**src/asc_pkg.sv**
```systemverilog
// Package for the converter sequence start control block
package asc_pkg;
    // ------------------------------------------------------------
    // Register map
    // ------------------------------------------------------------
    localparam logic [7:0] ASC_ADDR_SEQ_CTRL = 8'h05;
    localparam logic [7:0] ASC_ADDR_ROLLOVER = 8'h00;
    localparam logic [7:0] ASC_ADDR_SEQ_LEN = 8'h01;
    localparam logic [7:0] ASC_ADDR_TRIG = 8'h02;
    localparam logic [7:0] ASC_ADDR_STATUS = 8'h03;
    localparam logic [7:0] ASC_CTRL_RESET = 8'h00;
    localparam logic [3:0] ASC_CHAN_ZERO = 4'h0;
    localparam logic [3:0] ASC_CHAN_SEVEN = 4'h7;
    localparam logic [3:0] ASC_LEN_RESET = 4'h4;
    localparam logic [3:0] ASC_WRAP_RESET = 4'hF;
    localparam logic [3:0] ASC_ONE4 = 4'h1;
    localparam logic [7:0] ASC_ZERO8 = 8'h00;

    // ------------------------------------------------------------
    // Control register layout
    // ------------------------------------------------------------
    typedef struct packed {
        logic spare;
        logic specialChannelEnable;
        logic continuousMode;
        logic channelSweepMode;
        logic [3:0] channelCode;
    } asc_ctrl_t;

    // Request towards the conversion core
    typedef struct packed {
        logic start;
        logic special;
        logic [3:0] channel;
    } asc_conv_t;

    typedef enum logic [2:0] {
        ASC_IDLE = 3'b001,
        ASC_ARMED = 3'b010,
        ASC_RUN = 3'b100
    } asc_state_t;
endpackage

```
**src/asc_seq_start.sv**
```systemverilog
// Start and channel sequencing control of the converter sequence controller
//
// Notes on behaviour
// - Any control write aborts the running sequence and starts afresh with new settings.
// - With external trigger on, one control write arms; then each trigger starts a sequence.
// - A start means the sampling phase of the first conversion begins.
// - Bit 6 enables special-channel conversion through the channel code.
// - Bit 5 picks one sequence or continuous back-to-back sequences.
// - With external trigger on, bit 5 is ignored; one sequence per trigger.
// - Sweep off: every sample uses the selected channel.
// - Sweep on: number of channels converted equals configured sequence length.
// - Sweep order: code, then plus one; after the wrap channel comes channel zero.
// - Starting above the wrap channel at a code of seven or less, the first wrap goes from seven to zero.
// - Bits 3 to 0 hold the channel code; sole channel in single mode.
//
// Our own choice: the plain strobed port.
`timescale 1ns/1ps
`default_nettype none

module asc_seq_start (
    // Clock and reset
    input wire logic mclk,
    input wire logic reset,
    // Register port
    input wire logic [7:0] regAddr,
    input wire logic [7:0] regWrData,
    input wire logic regWrite,
    input wire logic regRead,
    output logic [7:0] regRdData,
    // External trigger pin
    input wire logic extTrigger,
    // Conversion core handshake
    input wire logic convDone,
    output asc_pkg::asc_conv_t convReq,
    output logic seqActive,
    output logic seqComplete
);
    import asc_pkg::*;

    // ------------------------------------------------------------
    // Register state
    // ------------------------------------------------------------
    asc_ctrl_t ctrl_reg, ctrl_next;
    logic [3:0] wrap_reg, wrap_next;
    logic [3:0] len_reg, len_next;
    logic trigEn_reg, trigEn_next;
    logic [7:0] rd_reg, rd_next;
    asc_state_t state_reg, state_next;
    logic [3:0] chan_reg, chan_next;
    logic [3:0] count_reg, count_next;
    logic firstWrap_reg, firstWrap_next;
    asc_conv_t conv_reg, conv_next;
    logic done_reg, done_next;
    logic trigS1_reg, trigS2_reg, trigS3_reg;
    logic trigEdge;
    logic ctrlWrite;

    // Next sweep channel
    function automatic logic [3:0] next_chan(input logic [3:0] c, input logic [3:0] w, input logic fw);
        logic [3:0] lim;
        lim = fw ? ASC_CHAN_SEVEN : w;
        if (c == lim) begin
            next_chan = ASC_CHAN_ZERO;
        end else begin
            next_chan = c + ASC_ONE4;
        end
    endfunction

    // ------------------------------------------------------------
    // Trigger synchroniser
    // ------------------------------------------------------------
    // Edge detect reads only the second and third stages
    always_ff @(posedge mclk) begin
        if (reset) begin
            trigS1_reg <= 1'b0;
            trigS2_reg <= 1'b0;
            trigS3_reg <= 1'b0;
        end else begin
            trigS1_reg <= extTrigger;
            trigS2_reg <= trigS1_reg;
            trigS3_reg <= trigS2_reg;
        end
    end
    assign trigEdge = trigS2_reg & ~trigS3_reg;
    assign ctrlWrite = regWrite && (regAddr == ASC_ADDR_SEQ_CTRL);

    // ------------------------------------------------------------
    // Register file
    // ------------------------------------------------------------
    always_comb begin
        ctrl_next = ctrl_reg;
        wrap_next = wrap_reg;
        len_next = len_reg;
        trigEn_next = trigEn_reg;
        rd_next = ASC_ZERO8;
        if (regWrite) begin
            unique case (regAddr)
                ASC_ADDR_SEQ_CTRL: ctrl_next = asc_ctrl_t'(regWrData);
                ASC_ADDR_ROLLOVER: wrap_next = regWrData[3:0];
                ASC_ADDR_SEQ_LEN: len_next = regWrData[3:0];
                ASC_ADDR_TRIG: trigEn_next = regWrData[0];
                default: ;
            endcase
        end
        if (regRead) begin
            unique case (regAddr)
                ASC_ADDR_SEQ_CTRL: rd_next = ctrl_reg;
                ASC_ADDR_ROLLOVER: rd_next = {4'h0, wrap_reg};
                ASC_ADDR_SEQ_LEN: rd_next = {4'h0, len_reg};
                ASC_ADDR_TRIG: rd_next = {7'h00, trigEn_reg};
                ASC_ADDR_STATUS: rd_next = {count_reg, chan_reg};
                default: rd_next = ASC_ZERO8;
            endcase
        end
    end

    always_ff @(posedge mclk) begin
        if (reset) begin
            ctrl_reg <= asc_ctrl_t'(ASC_CTRL_RESET);
            wrap_reg <= ASC_WRAP_RESET;
            len_reg <= ASC_LEN_RESET;
            trigEn_reg <= 1'b0;
            rd_reg <= ASC_ZERO8;
        end else begin
            ctrl_reg <= ctrl_next;
            wrap_reg <= wrap_next;
            len_reg <= len_next;
            trigEn_reg <= trigEn_next;
            rd_reg <= rd_next;
        end
    end
    assign regRdData = rd_reg;

    // ------------------------------------------------------------
    // Sequencer
    // ------------------------------------------------------------
    // A zero length is treated as one conversion
    logic [3:0] seqLen;
    assign seqLen = (len_reg == 4'h0) ? ASC_ONE4 : len_reg;

    always_comb begin
        state_next = state_reg;
        chan_next = chan_reg;
        count_next = count_reg;
        firstWrap_next = firstWrap_reg;
        conv_next = conv_reg;
        conv_next.start = 1'b0;
        done_next = 1'b0;
        if (ctrlWrite) begin
            // New settings take effect at once; running work is dropped
            conv_next.special = regWrData[6];
            chan_next = regWrData[3:0];
            count_next = ASC_CHAN_ZERO;
            firstWrap_next = regWrData[3:0] > wrap_reg;
            if (trigEn_reg) begin
                state_next = ASC_ARMED;
            end else begin
                state_next = ASC_RUN;
                conv_next.start = 1'b1;
                conv_next.channel = regWrData[3:0];
            end
        end else begin
            unique case (state_reg)
                ASC_IDLE: ;
                ASC_ARMED: begin
                    if (trigEdge) begin
                        state_next = ASC_RUN;
                        conv_next.start = 1'b1;
                        conv_next.channel = ctrl_reg.channelCode;
                        chan_next = ctrl_reg.channelCode;
                        count_next = ASC_CHAN_ZERO;
                        firstWrap_next = ctrl_reg.channelCode > wrap_reg;
                    end
                end
                ASC_RUN: begin
                    if (convDone) begin
                        if (count_reg + ASC_ONE4 >= seqLen) begin
                            done_next = 1'b1;
                            chan_next = ctrl_reg.channelCode;
                            count_next = ASC_CHAN_ZERO;
                            firstWrap_next = ctrl_reg.channelCode > wrap_reg;
                            if (trigEn_reg) begin
                                state_next = ASC_ARMED;
                            end else if (ctrl_reg.continuousMode) begin
                                conv_next.start = 1'b1;
                                conv_next.channel = ctrl_reg.channelCode;
                            end else begin
                                state_next = ASC_IDLE;
                            end
                        end else begin
                            count_next = count_reg + ASC_ONE4;
                            if (ctrl_reg.channelSweepMode) begin
                                chan_next = next_chan(chan_reg, wrap_reg, firstWrap_reg);
                                if (chan_reg == ASC_CHAN_SEVEN && firstWrap_reg) begin
                                    firstWrap_next = 1'b0;
                                end
                                conv_next.channel = chan_next;
                            end else begin
                                conv_next.channel = ctrl_reg.channelCode;
                            end
                            conv_next.start = 1'b1;
                        end
                    end
                end
                default: state_next = ASC_IDLE;
            endcase
        end
    end

    always_ff @(posedge mclk) begin
        if (reset) begin
            state_reg <= ASC_IDLE;
            chan_reg <= ASC_CHAN_ZERO;
            count_reg <= ASC_CHAN_ZERO;
            firstWrap_reg <= 1'b0;
            conv_reg <= '0;
            done_reg <= 1'b0;
        end else begin
            state_reg <= state_next;
            chan_reg <= chan_next;
            count_reg <= count_next;
            firstWrap_reg <= firstWrap_next;
            conv_reg <= conv_next;
            done_reg <= done_next;
        end
    end

    assign convReq = conv_reg;
    assign seqActive = state_reg[2];
    assign seqComplete = done_reg;
endmodule // asc_seq_start

`default_nettype wire

```
**config.mk**
```make
export PLATFORM = sky130hd
export DESIGN_NAME = asc_seq_start
export DESIGN_NICKNAME = d
export VERILOG_FILES = /design/src/asc_pkg.sv /design/src/asc_seq_start.sv
export SDC_FILE = /design/constraint.sdc
export NUM_CORES = 1
export LEC_CHECK = 0
export CAP_MARGIN = 10
export CORE_MARGIN = 8
export CORE_UTILIZATION = 40
export DETAILED_ROUTE_END_ITERATION = 16
export DONT_BUFFER_PORTS = 1
export PLACE_DENSITY_LB_ADDON = 0.1
export REMOVE_ABC_BUFFERS = 1
export SLEW_MARGIN = 20
export SYNTH_ARGS = -nofsm -noshare
export SYNTH_HDL_FRONTEND = slang
export SYNTH_SLANG_ARGS = --single-unit
```
**constraint.sdc**
```tcl
create_clock -name mclk -period 2.59 [get_ports mclk]
set_clock_uncertainty 0.05 [all_clocks]
set_input_delay 0.259 -clock mclk [delete_from_list [all_inputs] [get_ports mclk]]
set_output_delay 0.259 -clock mclk [all_outputs]
set_load 0.02 [all_outputs]
```
[Yosys cells after proc, flatten, opt, wreduce, memory -nomap -nowiden]
Cells that the tools add are included.
Storage, ports and cells
  flip-flop bits (word level): 47
  input port bits: 22
  output and inout port bits: 16
  word-level logic and storage cells: 115
Operators by class
  add/subtract/negate cells: 2
  $lt $le $gt $ge: 3
  eq/ne operators: 21
  muxes and demuxes: 46
  bitwise gates (word level): 5
  reductions and logical operators: 18
Operators with widths (count)
  $mux W4: 18
  $pmux W8 S5: 1
  $pmux W4 S2: 3
  $mux W3: 7
  $eq A8 B2 Y1 const B: 2
  $ne A4 B4 Y1 const B: 4
  $mux W1: 14
  $ne A3 B3 Y1 const B: 4
  $reduce_and A5 Y1: 2
  $pmux W3 S3: 1
  $add A4 B1 Y4 const B: 2
  $eq A8 B1 Y1 const B: 1
  $eq A8 B3 Y1 const B: 1
  $gt A4 B4 Y1: 2
  $logic_not A8 Y1: 1
  $ne A2 B2 Y1 const B: 4
  $reduce_and A2 Y1: 4
  $reduce_and A6 Y1: 1
  $eq A4 B3 Y1 const B: 1
  $eq A4 B4 Y1: 1
  $ge A4 B4 Y1: 1
  $logic_not A4 Y1: 1
  $not A1 Y1: 4
  $pmux W1 S2: 2
  11 further kinds: 13

[Longest topological paths before layout]
Gate-level depths: netlist (run 1).
  depth after elaboration: 8
  gate-level depth with buffers: 10

[Worst setup path before layout (run 1)]
OpenSTA, ideal clock, no wires.
  kind: register to register
  start point: register count_reg[0]
  end point: register conv_reg, in the netlist convReq[0]
  setup time: 0.117 ns
  data arrival time: 2.109 ns
  setup slack: 0.313 ns
  stages on the path, launching flop included: 8
  clock period less this slack: 2.277 ns
  path through: dfxtp_1 ha_1 ha_1 o211ai_1 o21a_1 nand3_1 a221o_1 a32o_1
Between the ends
  longest elaborated chain between the ends: 6
Ends and longest elaborated chain
  from (decl): line asc_seq_start.sv:50  | logic [3:0] count_reg, count_next;
  from (signal assigned): line asc_seq_start.sv:221  | count_reg <= count_next;
  $add A4 B1 Y4 (*): line asc_seq_start.sv:177  | if (count_reg + ASC_ONE4 >= seqLen) begin
  $ge A4 B4 Y1 (*): line asc_seq_start.sv:177
  $mux W4: line asc_seq_start.sv:177
  $mux W4: line asc_seq_start.sv:176  | if (convDone) begin
  $pmux W4 S2: line asc_seq_start.sv:163  | unique case (state_reg)
  $mux W4: line asc_seq_start.sv:149  | if (ctrlWrite) begin
  to (signal assigned): line asc_seq_start.sv:223  | conv_reg <= conv_next;
  to (decl): line asc_seq_start.sv:52  | asc_conv_t conv_reg, conv_next;
Every way passes the cells marked *; elsewhere a longest branch is shown, timed or not. The select of a mux whose other input is x is not followed.
A chain may end at the register's enable or synchronous reset.

[Worst setup path after layout (run 1)]
  start point: register count_reg[0]
  end point: register conv_reg, in the netlist convReq[3]
Same word-level chain as after synthesis.

==> results.txt, run 1 <==
global-route wire length before repair: 11900 um
worst slew pin tran: 1060 ps
maximum level of the CTS H-tree: 2
Worst Setup SP: count_reg[0]$_SDFFE_PP0P_
worst setup path endpoint: convReq[3]$_SDFFE_PP0P_
PwrDens: 431 nW/um^2
Worst Hold Launch: extTrigger
cell count of the worst reg-to-reg path: 10
ys async rst share: 0
vias in the first global route: 2253
status: complete, no violations
Num CTS Buffers: 5
die footprint: 9280 um^2
top post-synthesis cells by area: dfxtp_1 36%, ha_1 6.8%, a21oi_1 5.0%
Post-Syn Area per Cell: 8.52 um^2
number of detailed-route iterations in the first pass: 4
Final period util: 0.942
Critical Path Sink Type: flip-flop
clock tree buffer depth: 2
flop2flop setup slack: 150 ps
Worst Path Required: 2750 ps
CTS tree: built
critical path type: reg -> reg
Critical Path Fanout Max: 6
GRT Resource Usage Total: 0.168
Rel. slew slack: 0.290
Critical R2R Capture: convReq[3]$_SDFFE_PP0P_
reg-to-reg startpoint: count_reg[0]$_SDFFE_PP0P_
DR vias/cell: 5.76
clock-pin slew on the worst setup and hold paths: 100 ps
layout net count: 342
Synth top cells by count: 46 x dfxtp_1, 32 x nand2_1, 26 x a21oi_1, 19 x nor2_1, 15 x inv_1
ANT cells: 0
Min-Delay Path Class: in -> reg
Worst setup SP type: flip-flop
Post-CTS Setup Repair Bufs: 0
Port-buffer cells: 0
Syn Inst Count: 303
Filler cells: 634
Leak: 0.000990 uW
Skew-Pair Late Insertion Delay: 310 ps
largest net degree at the start of global routing: 26
I/O pin count: 38
total power: 1210 uW
Primary FF master, synth: dfxtp_1
gp weighted congestion: 0.857
row cnt: 29
final hold violation count: 0
Synth Register Bits: 46
final setup fails: 0
P&R area growth vs syn: 8.73%
DR DRC count: 0
initial antenna violation count: 0
Post-DRT Antenna Nets: 0
Routed WL: 7210 um
clock tree sinks: 46
total gr overflow: 0
Initial Util: 0.409
HPWL after detailed placement: 5270 um
Final Max Slew Viols: 0
DR WL/cell: 18.8 um
Die H: 96.3 um
Seq/Total Area, Yosys: 0.357
most numerous cell in the Yosys netlist: dfxtp_1
Max IR drop VDD: 209 uV
min Tclk post-route: 2440 ps
Synthesis Warnings: 0
fmax: 410 MHz
Netlist Area Pre-Place: 2580 um^2
post-synth top area share: 0.357
cell taking the most area after synthesis: dfxtp_1
library cells used by synthesis: 61
Post-synth EDFFs: 0
Placeable Area: 6310 um^2
Root Buffer: clkbuf_8
RSZ-0062 raised after global routing: no
max_cap viols: 0
Vias: 2212
Die W: 96.3 um
1st-iter DRT viols: 165
share of post-route cells with drive strength above 1: 0.127
setup TNS: 0 ps
Arr. time, crit path: 2600 ps
-- routing by layer --
| metal | vias up | wire (um) | GRT usage |
|---|---|---|---|
| met5 | - | 0 | 0 |
| met4 | 0 | 85 | 0.0429 |
| met1 | 1021 | 3290 | 0.220 |
| met2 | 59 | 3250 | 0.267 |
| li1 | 1124 | - | - |
| met3 | 8 | 577 | 0.0460 |
-- layout by cell type, fill, tap and decap left out, types with 4 or more instances in the layout --
| cell type | n |
|---|---|
| o211ai_1 | 10 |
| a31oi_1 | 4 |
| mux2i_1 | 7 |
| dfxtp_1 | 43 |
| nor2_1 | 18 |
| nand2b_1 | 9 |
| nor2b_1 | 7 |
| inv_1 | 15 |
| xor2_1 | 4 |
| ha_1 | 14 |
| a22oi_1 | 4 |
| nor3_1 | 9 |
| a21oi_1 | 26 |
| o21ai_0 | 12 |
| nand2_1 | 31 |
| nand3_1 | 4 |
| a221oi_1 | 7 |
| clkbuf_8 | 5 |
| buf_4 | 9 |
-- power by group --
group	internal, uW	switching (uW)	total, uW
combinational	14.5	22.9	37.4
sequential	709	1.73	711
clock	193	268	461
-- cells by family (layout without fill, tap and decap cells) --
family                   count (synthesis)  in the layout  share of synthesized area
buffers and inverters                   29             33                     0.0480
flip-flops                              46             46                      0.357
adder cells (fa/ha/maj)                 14             14                     0.0679
multiplexers                             7              7                     0.0271
AO/OA/AOI/OAI                           89             89                      0.232
XOR/XNOR                                 7              7                     0.0238
AND/OR/NAND/NOR                        111            111                      0.245
-- area by class of cell --
class                      count  area (um^2)  area share
clock buffer                   5         68.8      0.0245
inverter                      15         56.3      0.0201
sequential                    46          925       0.329
clock inverter                 3         23.8     0.00847
timing repair buffer          10         77.6      0.0276
tap                           77         96.3      0.0343
multi-input combinational    228         1560       0.556
-- worst min-delay path by stage --
stage	to	depth (start not counted)
global route	trigS1_reg$_SDFF_PP0_	1
detailed placement	trigS2_reg$_SDFF_PP0_	1
CTS	trigS1_reg$_SDFF_PP0_	1
floorplan	ctrl_reg[0]$_SDFFE_PP0P_	1
global placement	ctrl_reg[6]$_SDFFE_PP0P_	1
finish	trigS1_reg$_SDFF_PP0_	1
-- critical path: stages (launching register included) --
cell,delay (ps)
dfxtp_2,370
ha_1,240
xor2_1,150
ha_1,280
o211ai_1,90
o21a_2,240
buf_4,160
a21oi_1,190
o21ai_2,100
and2_2,230
a32o_1,240
-- timing repair --
item                                    4_1_cts  5_1_grt
gates resized for setup                       0       10
endpoints found under the setup margin        0       10
endpoints found under the hold margin        25        0
hold buffers                                  1        0
-- through the flow --
stage	hold WS, ps	instances	utilization	setup WS (ps)	area, um^2
3_5_place_dp	286	375	0.424	92.0	2680
3_3_place_gp	283	375	0.424	101	2680
6_report	33.4	384	0.445	149	2810
4_1_cts	23.1	384	0.440	89.2	2780
2_1_floorplan	278	289	-	313	2510
5_1_grt	34.4	384	0.445	8.41	2810
Power figures use the tool's default switching activity.
==> run 2, diff against run 1 <==
- CORE_ASPECT_RATIO: not set -> 1.75
==> run 2 against run 1 <==
Compared with the run above:
- global-route usage decreased by 0.085 points
- power increased by 21%
- cell count increased by 1.8%
- critical endpoint unchanged
- combinational power increased by 4%
- critical path type unchanged
- highest routed layer unchanged
- clock-buffer cell count increased by 2
==> results.txt, run 2 (synthesized netlist as in run 1, its figures left out) <==
I/O pin count: 38 (unchanged)
Max IR drop VDD: 344 uV (+64%)
critical path type: reg -> reg
PwrDens: 505 nW/um^2 (+17%)
Post-CTS Setup Repair Bufs: 0 (unchanged)
fmax: 401 MHz (-2.1%)
Post-DRT Antenna Nets: 0 (unchanged)
RSZ-0062 raised after global routing: no
DR WL/cell: 19.8 um (+5.7%)
slowest stage delay, CP: 420 ps (+50 ps)
maximum level of the CTS H-tree: 2 (unchanged)
min Tclk post-route: 2490 ps (+52.8 ps)
Leak: 0.00105 uW (+6.0%)
row cnt: 39 (+34%)
HPWL after detailed placement: 5830 um (+11%)
CTS tree: built
layout net count: 344 (+0.58%)
Layout Utilization: 0.455 (+0.0102)
Critical Path Fanout Max: 5 (-1)
Die H: 122 um (+27%)
Filler cells: 673 (+6.2%)
Routed WL: 7760 um (+7.6%)
Critical Path Sink Type: flip-flop
number of detailed-route iterations in the first pass: 4 (unchanged)
GRT Resource Usage Total: 0.167 (-0.000852)
Die W: 76.7 um (-20%)
commonest non-fill, non-tap cell in the layout: dfxtp_1
Num CTS Buffers: 5 (unchanged)
final hold violation count: 0 (unchanged)
CP Cell Sequence: nand3_1, xnor2_2, ha_1, o211ai_1, o21a_2, buf_4, a21oi_1, o21ai_2, and2_2, a32o_1
ANT cells: 0 (unchanged)
Worst Path Required: 2720 ps (-30 ps)
global-route wire length before repair: 12100 um (+1.6%)
Vias: 2310 (+4.4%)
clock tree buffer depth: 2 (unchanged)
status: complete, no violations
max_cap viols: 0 (unchanged)
DR DRC count: 0 (unchanged)
Arr. time, crit path: 2630 ps (+30 ps)
most frequent cells in the layout: 46 x dfxtp_1, 31 x nand2_1, 26 x a21oi_1, 19 x nor2_1, 15 x inv_1
Rel. slew slack: 0.365 (+0.0752)
Port-buffer cells: 0 (unchanged)
worst slew pin tran: 950 ps (-112 ps)
final setup fails: 0 (unchanged)
share of post-route cells with drive strength above 1: 0.117 (-0.0105)
DR vias/cell: 5.91 (+2.6%)
Cell Count, Final, Fillers Out: 391 (+1.8%)
initial antenna violation count: 0 (unchanged)
total gr overflow: 0 (unchanged)
Root Buffer: clkbuf_16
die footprint: 9380 um^2 (+1.1%)
Final period util: 0.963 (+0.0204)
WP buf/inv: 1 (unchanged)
P&R area growth vs syn: 12.6%
Final Max Slew Viols: 0 (unchanged)
Skew-Pair Late Insertion Delay: 290 ps (-20 ps)
setup TNS: 0 ps (unchanged)
clock tree sinks: 46 (unchanged)
largest net degree at the start of global routing: 24 (-7.7%)
1st-iter DRT viols: 173 (+4.8%)
DP Cell Count: 381 (+1.6%)
Min-Delay Path Class: in -> reg
gp weighted congestion: 0.859 (+0.22%)
clock-pin slew on the worst setup and hold paths: 60 ps (-40 ps)
vias in the first global route: 2299 (+2.0%)
cell family with most CP delay: compound AO/OA/AOI/OAI gates
Initial Util: 0.404 (-0.00504)
Placeable Area: 6390 um^2 (+1.2%)
Slowest cell on crit path: dfxtp_1
Worst setup SP type: flip-flop
-- run 2: cell types whose count changed in the layout (fill, tap and decap cells not counted), moves of 2 or more --
cell | previous run | this run
clkbuf_1 | 0 | 2
clkinvlp_4 | 2 | 0
clkbuf_16 | 0 | 5
dfxtp_1 | 43 | 46
dfxtp_2 | 3 | 0
clkbuf_8 | 5 | 0
-- run 2: final cells by class --
| cell class | count | area (um^2) | area share |
|---|---|---|---|
| Sequential cell | 46 | 921 | 0.317 |
| Clock inverter | 1 | 30.0 | 0.0103 |
| Tap cell | 82 | 103 | 0.0353 |
| Multi-Input combinational cell | 228 | 1570 | 0.540 |
| Inverter | 15 | 56.3 | 0.0194 |
| Clock buffer | 7 | 133 | 0.0456 |
| Timing Repair Buffer | 12 | 95.1 | 0.0327 |
-- run 2: timing repair --
action                                 in CTS  in global routing
hold buffers                                2                  0
resized for setup                           1                  6
endpoints found under the hold margin      23                  0
setup endpoints to repair                   1                  7
-- run 2: worst paths after layout --
kind	start	end	slack, ps	cells past startpoint
worst max-delay path	count_reg[2]$_SDFFE_PP0P_	convReq[3]$_SDFFE_PP0P_	100	10
worst min-delay path	extTrigger	trigS1_reg$_SDFF_PP0_	50	1
worst max register to register	count_reg[2]$_SDFFE_PP0P_	convReq[3]$_SDFFE_PP0P_	100	10
worst min register to register	trigS1_reg$_SDFF_PP0_	trigS2_reg$_SDFF_PP0_	410	1
-- run 2: worst register-to-register path: stages, from the launching register on --
cell	delay (ps)
dfxtp_1	420
nand3_1	150
xnor2_2	170
ha_1	300
o211ai_1	110
o21a_2	250
buf_4	150
a21oi_1	210
o21ai_2	110
and2_2	220
a32o_1	240
-- run 2: routing by layer --
layer	wire length (um)	global-route usage
met5	0	0
met4	276	0.0956
met3	340	0.0367
met2	4290	0.318
met1	2850	0.162
-- run 2: report_power, final --
part	total, uW	internal, uW	switching [uW]
Sequential	711	710	1.64
Combinational	38.9	15.7	23.2
Clock	718	456	262
Total	1470	1180	287
-- run 2: per-stage QoR --
stage / cell area, um^2 / total power [uW] / hold WS (ps) / setup slack, ps
after global placement: 2690 / 757 / 283 / 98.9
after global routing: 2910 / 1520 / 44.7 / 10.7
final: 2910 / 1470 / 51.2 / 96.2
after detailed placement: 2690 / 758 / 285 / -5.68
after floorplan: 2510 / 751 / 278 / 313
after CTS: 2880 / 1490 / 48.3 / 17.7
==> run 3, diff against run 2 <==
- ABC_AREA: not set -> 1
- CORE_MARGIN: 8 -> not set
==> run 3 against run 2 <==
Compared with the run above:
- clock power decreased by 11%
- clock-buffer cell count decreased by 1
- fmax increased by 10%
- critical path depth unchanged
- utilization decreased by 0.37 points
- largest cell class unchanged
- largest power group is now sequential cells
- highest routed layer unchanged
==> results.txt, run 3 <==
ys async rst share: 0 (unchanged)
final instance area: 2990 um^2 (+3.0%)
Cell Count, Final, Fillers Out: 490 (+25%)
Worst Hold Launch: extTrigger
Vias: 2515 (+8.9%)
largest net degree at the start of global routing: 23 (-4.2%)
Max IR drop VDD: 331 uV (-3.7%)
Num CTS Buffers: 5 (unchanged)
initial antenna violation count: 0 (unchanged)
Rel. slew slack: 0.564 (+0.199)
Synth top cells by count: 94 x nand2_1, 59 x inv_1, 55 x nor2_1, 46 x dfxtp_1, 23 x a21oi_1
P&R area growth vs syn: 7.84%
Synthesis Warnings: 0 (unchanged)
Worst Hold Path Cells: 2 (+1)
PwrDens: 570 nW/um^2 (+13%)
GRT Resource Usage Total: 0.229 (+0.0616)
Filler cells: 749 (+11%)
Post-synth EDFFs: 0 (unchanged)
Placeable Area: 6640 um^2 (+3.8%)
top post-synthesis cells by area: dfxtp_1 33%, nand2_1 13%, inv_1 8.0%
Root Buffer: clkbuf_16
Arr. time, crit path: 2450 ps (-180 ps)
Seq/Total Area, Yosys: 0.332 (-0.0249)
most frequent cells in the layout: 94 x nand2_1, 59 x inv_1, 54 x nor2_1, 46 x dfxtp_1, 23 x a21oi_1
final setup fails: 0 (unchanged)
Min-Delay Path Class: in -> reg
most numerous cell in the Yosys netlist: nand2_1
Worst setup SP type: flip-flop
Post-DRT Antenna Nets: 0 (unchanged)
layout net count: 443 (+29%)
gp weighted congestion: 0.961 (+12%)
critical path type: reg -> reg
Port-buffer cells: 0 (unchanged)
total power: 1700 uW (+16%)
DR vias/cell: 5.13 (-13%)
library cells used by synthesis: 37 (-39%)
vias in the first global route: 2582 (+12%)
Worst Path Required: 2770 ps (+50 ps)
Critical R2R Capture: chan_reg[1]$_SDFFE_PP0P_
gr busiest metal: met2
hold endpoint: trigS1_reg$_SDFF_PP0_
post-place setup slack: 317 ps (+323 ps)
share of post-route cells with drive strength above 1: 0.0882 (-0.0283)
HPWL after detailed placement: 5640 um (-3.1%)
max_cap viols: 0 (unchanged)
Final period util: 0.875 (-0.0875)
Die H: 112 um (-8.2%)
Final Worst Setup Slack: 323 ps (+227 ps)
Post-Syn Area per Cell: 6.85 um^2 (-20%)
reg-to-reg startpoint: count_reg[0]$_SDFFE_PP0P_
Die W: 65.0 um (-15%)
cell count of the worst reg-to-reg path: 10 (unchanged)
total gr overflow: 0 (unchanged)
Routed WL: 7390 um (-4.8%)
DP Cell Count: 481 (+26%)
Leak: 0.00137 uW (+31%)
status: complete, no violations
global-route wire length before repair: 12600 um (+3.8%)
I/O pin count: 38 (unchanged)
Netlist Area Pre-Place: 2780 um^2 (+7.5%)
final hold violation count: 0 (unchanged)
Final Max Slew Viols: 0 (unchanged)
DR DRC count: 0 (unchanged)
worst slew pin tran: 651 ps (-298 ps)
Syn Inst Count: 405 (+34%)
flop2flop setup slack: 320 ps (+230 ps)
clock-pin slew on the worst setup and hold paths: 70 ps (about the same)
RSZ-0062 raised after global routing: no
clock tree buffer depth: 2 (unchanged)
met3 Use GR: 0.0407 (+0.00399)
row cnt: 39 (unchanged)
commonest non-fill, non-tap cell in the layout: nand2_1
min Tclk post-route: 2270 ps (-227 ps)
post-synth top area share: 0.332 (-0.0249)
CTS tree: built
maximum level of the CTS H-tree: 2 (unchanged)
Synth Register Bits: 46 (unchanged)
Skew-Pair Late Insertion Delay: 290 ps (about the same)
fmax: 441 MHz (+10%)
DR WL/cell: 15.1 um (-24%)
clock tree sinks: 46 (unchanged)
Initial Util: 0.418 (+0.0144)
grt met1 use: 0.257 (+0.0950)
1st-iter DRT viols: 166 (-4.0%)
Critical Path Sink Type: flip-flop
Worst Setup SP: count_reg[0]$_SDFFE_PP0P_
Critical Path Fanout Max: 6 (+1)
placed instance area: 2840 um^2 (+5.4%)
number of detailed-route iterations in the first pass: 4 (unchanged)
setup TNS: 0 ps (unchanged)
Primary FF master, synth: dfxtp_1
die footprint: 7290 um^2 (-22%)
met2 usage: 0.403 (+0.0851)
cell taking the most area after synthesis: dfxtp_1
ANT cells: 0 (unchanged)
## run 3: changes by cell type after synthesis, moves of 7 or more
cell      delta
inv_1       +44
nand2_1     +62
nor2_1      +36
mux2i_1      -7
a221oi_1     -7
nand2b_1     -9
nor2b_1      -7
nand3_1     +14
## run 3: kinds of logic (layout without fill, tap and decap cells)
| family | count (synthesis) | in the layout | share of synthesized area |
|---|---|---|---|
| fa+ha+maj | 14 | 14 | 0.0631 |
| compound gates | 66 | 66 | 0.136 |
| flops | 46 | 46 | 0.332 |
| xor+xnor | 4 | 4 | 0.0126 |
| buf+inv | 70 | 73 | 0.102 |
| simple gates | 205 | 205 | 0.354 |
## run 3: layer usage
layer,share of wire,routed length [um],vias up
li1,-,-,1308
met1,0.40,2980,1132
met2,0.53,3910,60
met3,0.031,231,15
met4,0.036,268,0
met5,0,0,-
## run 3: layout make-up
type                       instances  area, um^2  share of cell area
multi-input combinational        289        1570               0.526
timing repair buffer               2        17.5             0.00585
clock buffer                       6         129              0.0431
sequential                        46         921               0.308
clock inverter                     2        13.8             0.00460
tap                               82         103              0.0343
inverter                          63         236              0.0790
## run 3: where the power goes
| group | internal (uW) | total [uW] | switching, uW |
|---|---|---|---|
| sequential | 739 | 785 | 45.5 |
| combinational | 101 | 277 | 177 |
| clock | 359 | 642 | 284 |
## run 3: repair_timing
item | 4_1_cts | 5_1_grt
hold buffers | 1 | 0
buffers inserted | 0 | 0
endpoints found under the setup margin | 0 | 1
resized for setup | 0 | 1
hold endpoints to repair | 9 | 0
## run 3: critical path, stage by stage (launching register included)
cell and delay (ps):
dfxtp_1 430, nand3_1 110, xnor2_1 210, ha_1 280, a21oi_1 230, nand3_1 200, nor2_4 260, o21ai_0 210
nand2_1 100, inv_1 40, nor2_1 80
## run 3: worst max path at each step
stage          cells past startpoint  slack, ps                  endpoint
2_1_floorplan                     11        580   convReq[0]$_SDFFE_PP0P_
5_1_grt                           10         50   convReq[2]$_SDFFE_PP0P_
4_1_cts                           11        300   convReq[0]$_SDFFE_PP0P_
3_5_place_dp                      11        320   convReq[0]$_SDFFE_PP0P_
3_3_place_gp                      11        400   convReq[3]$_SDFFE_PP0P_
6_report                          10        320  chan_reg[1]$_SDFFE_PP0P_
## run 3: stage by stage
stage,hold WS (ps),utilization
floorplan,278,-
global placement,281,0.428
detailed placement,283,0.428
CTS,5.51,0.451
global route,10.4,0.451
finish,13.0,0.451
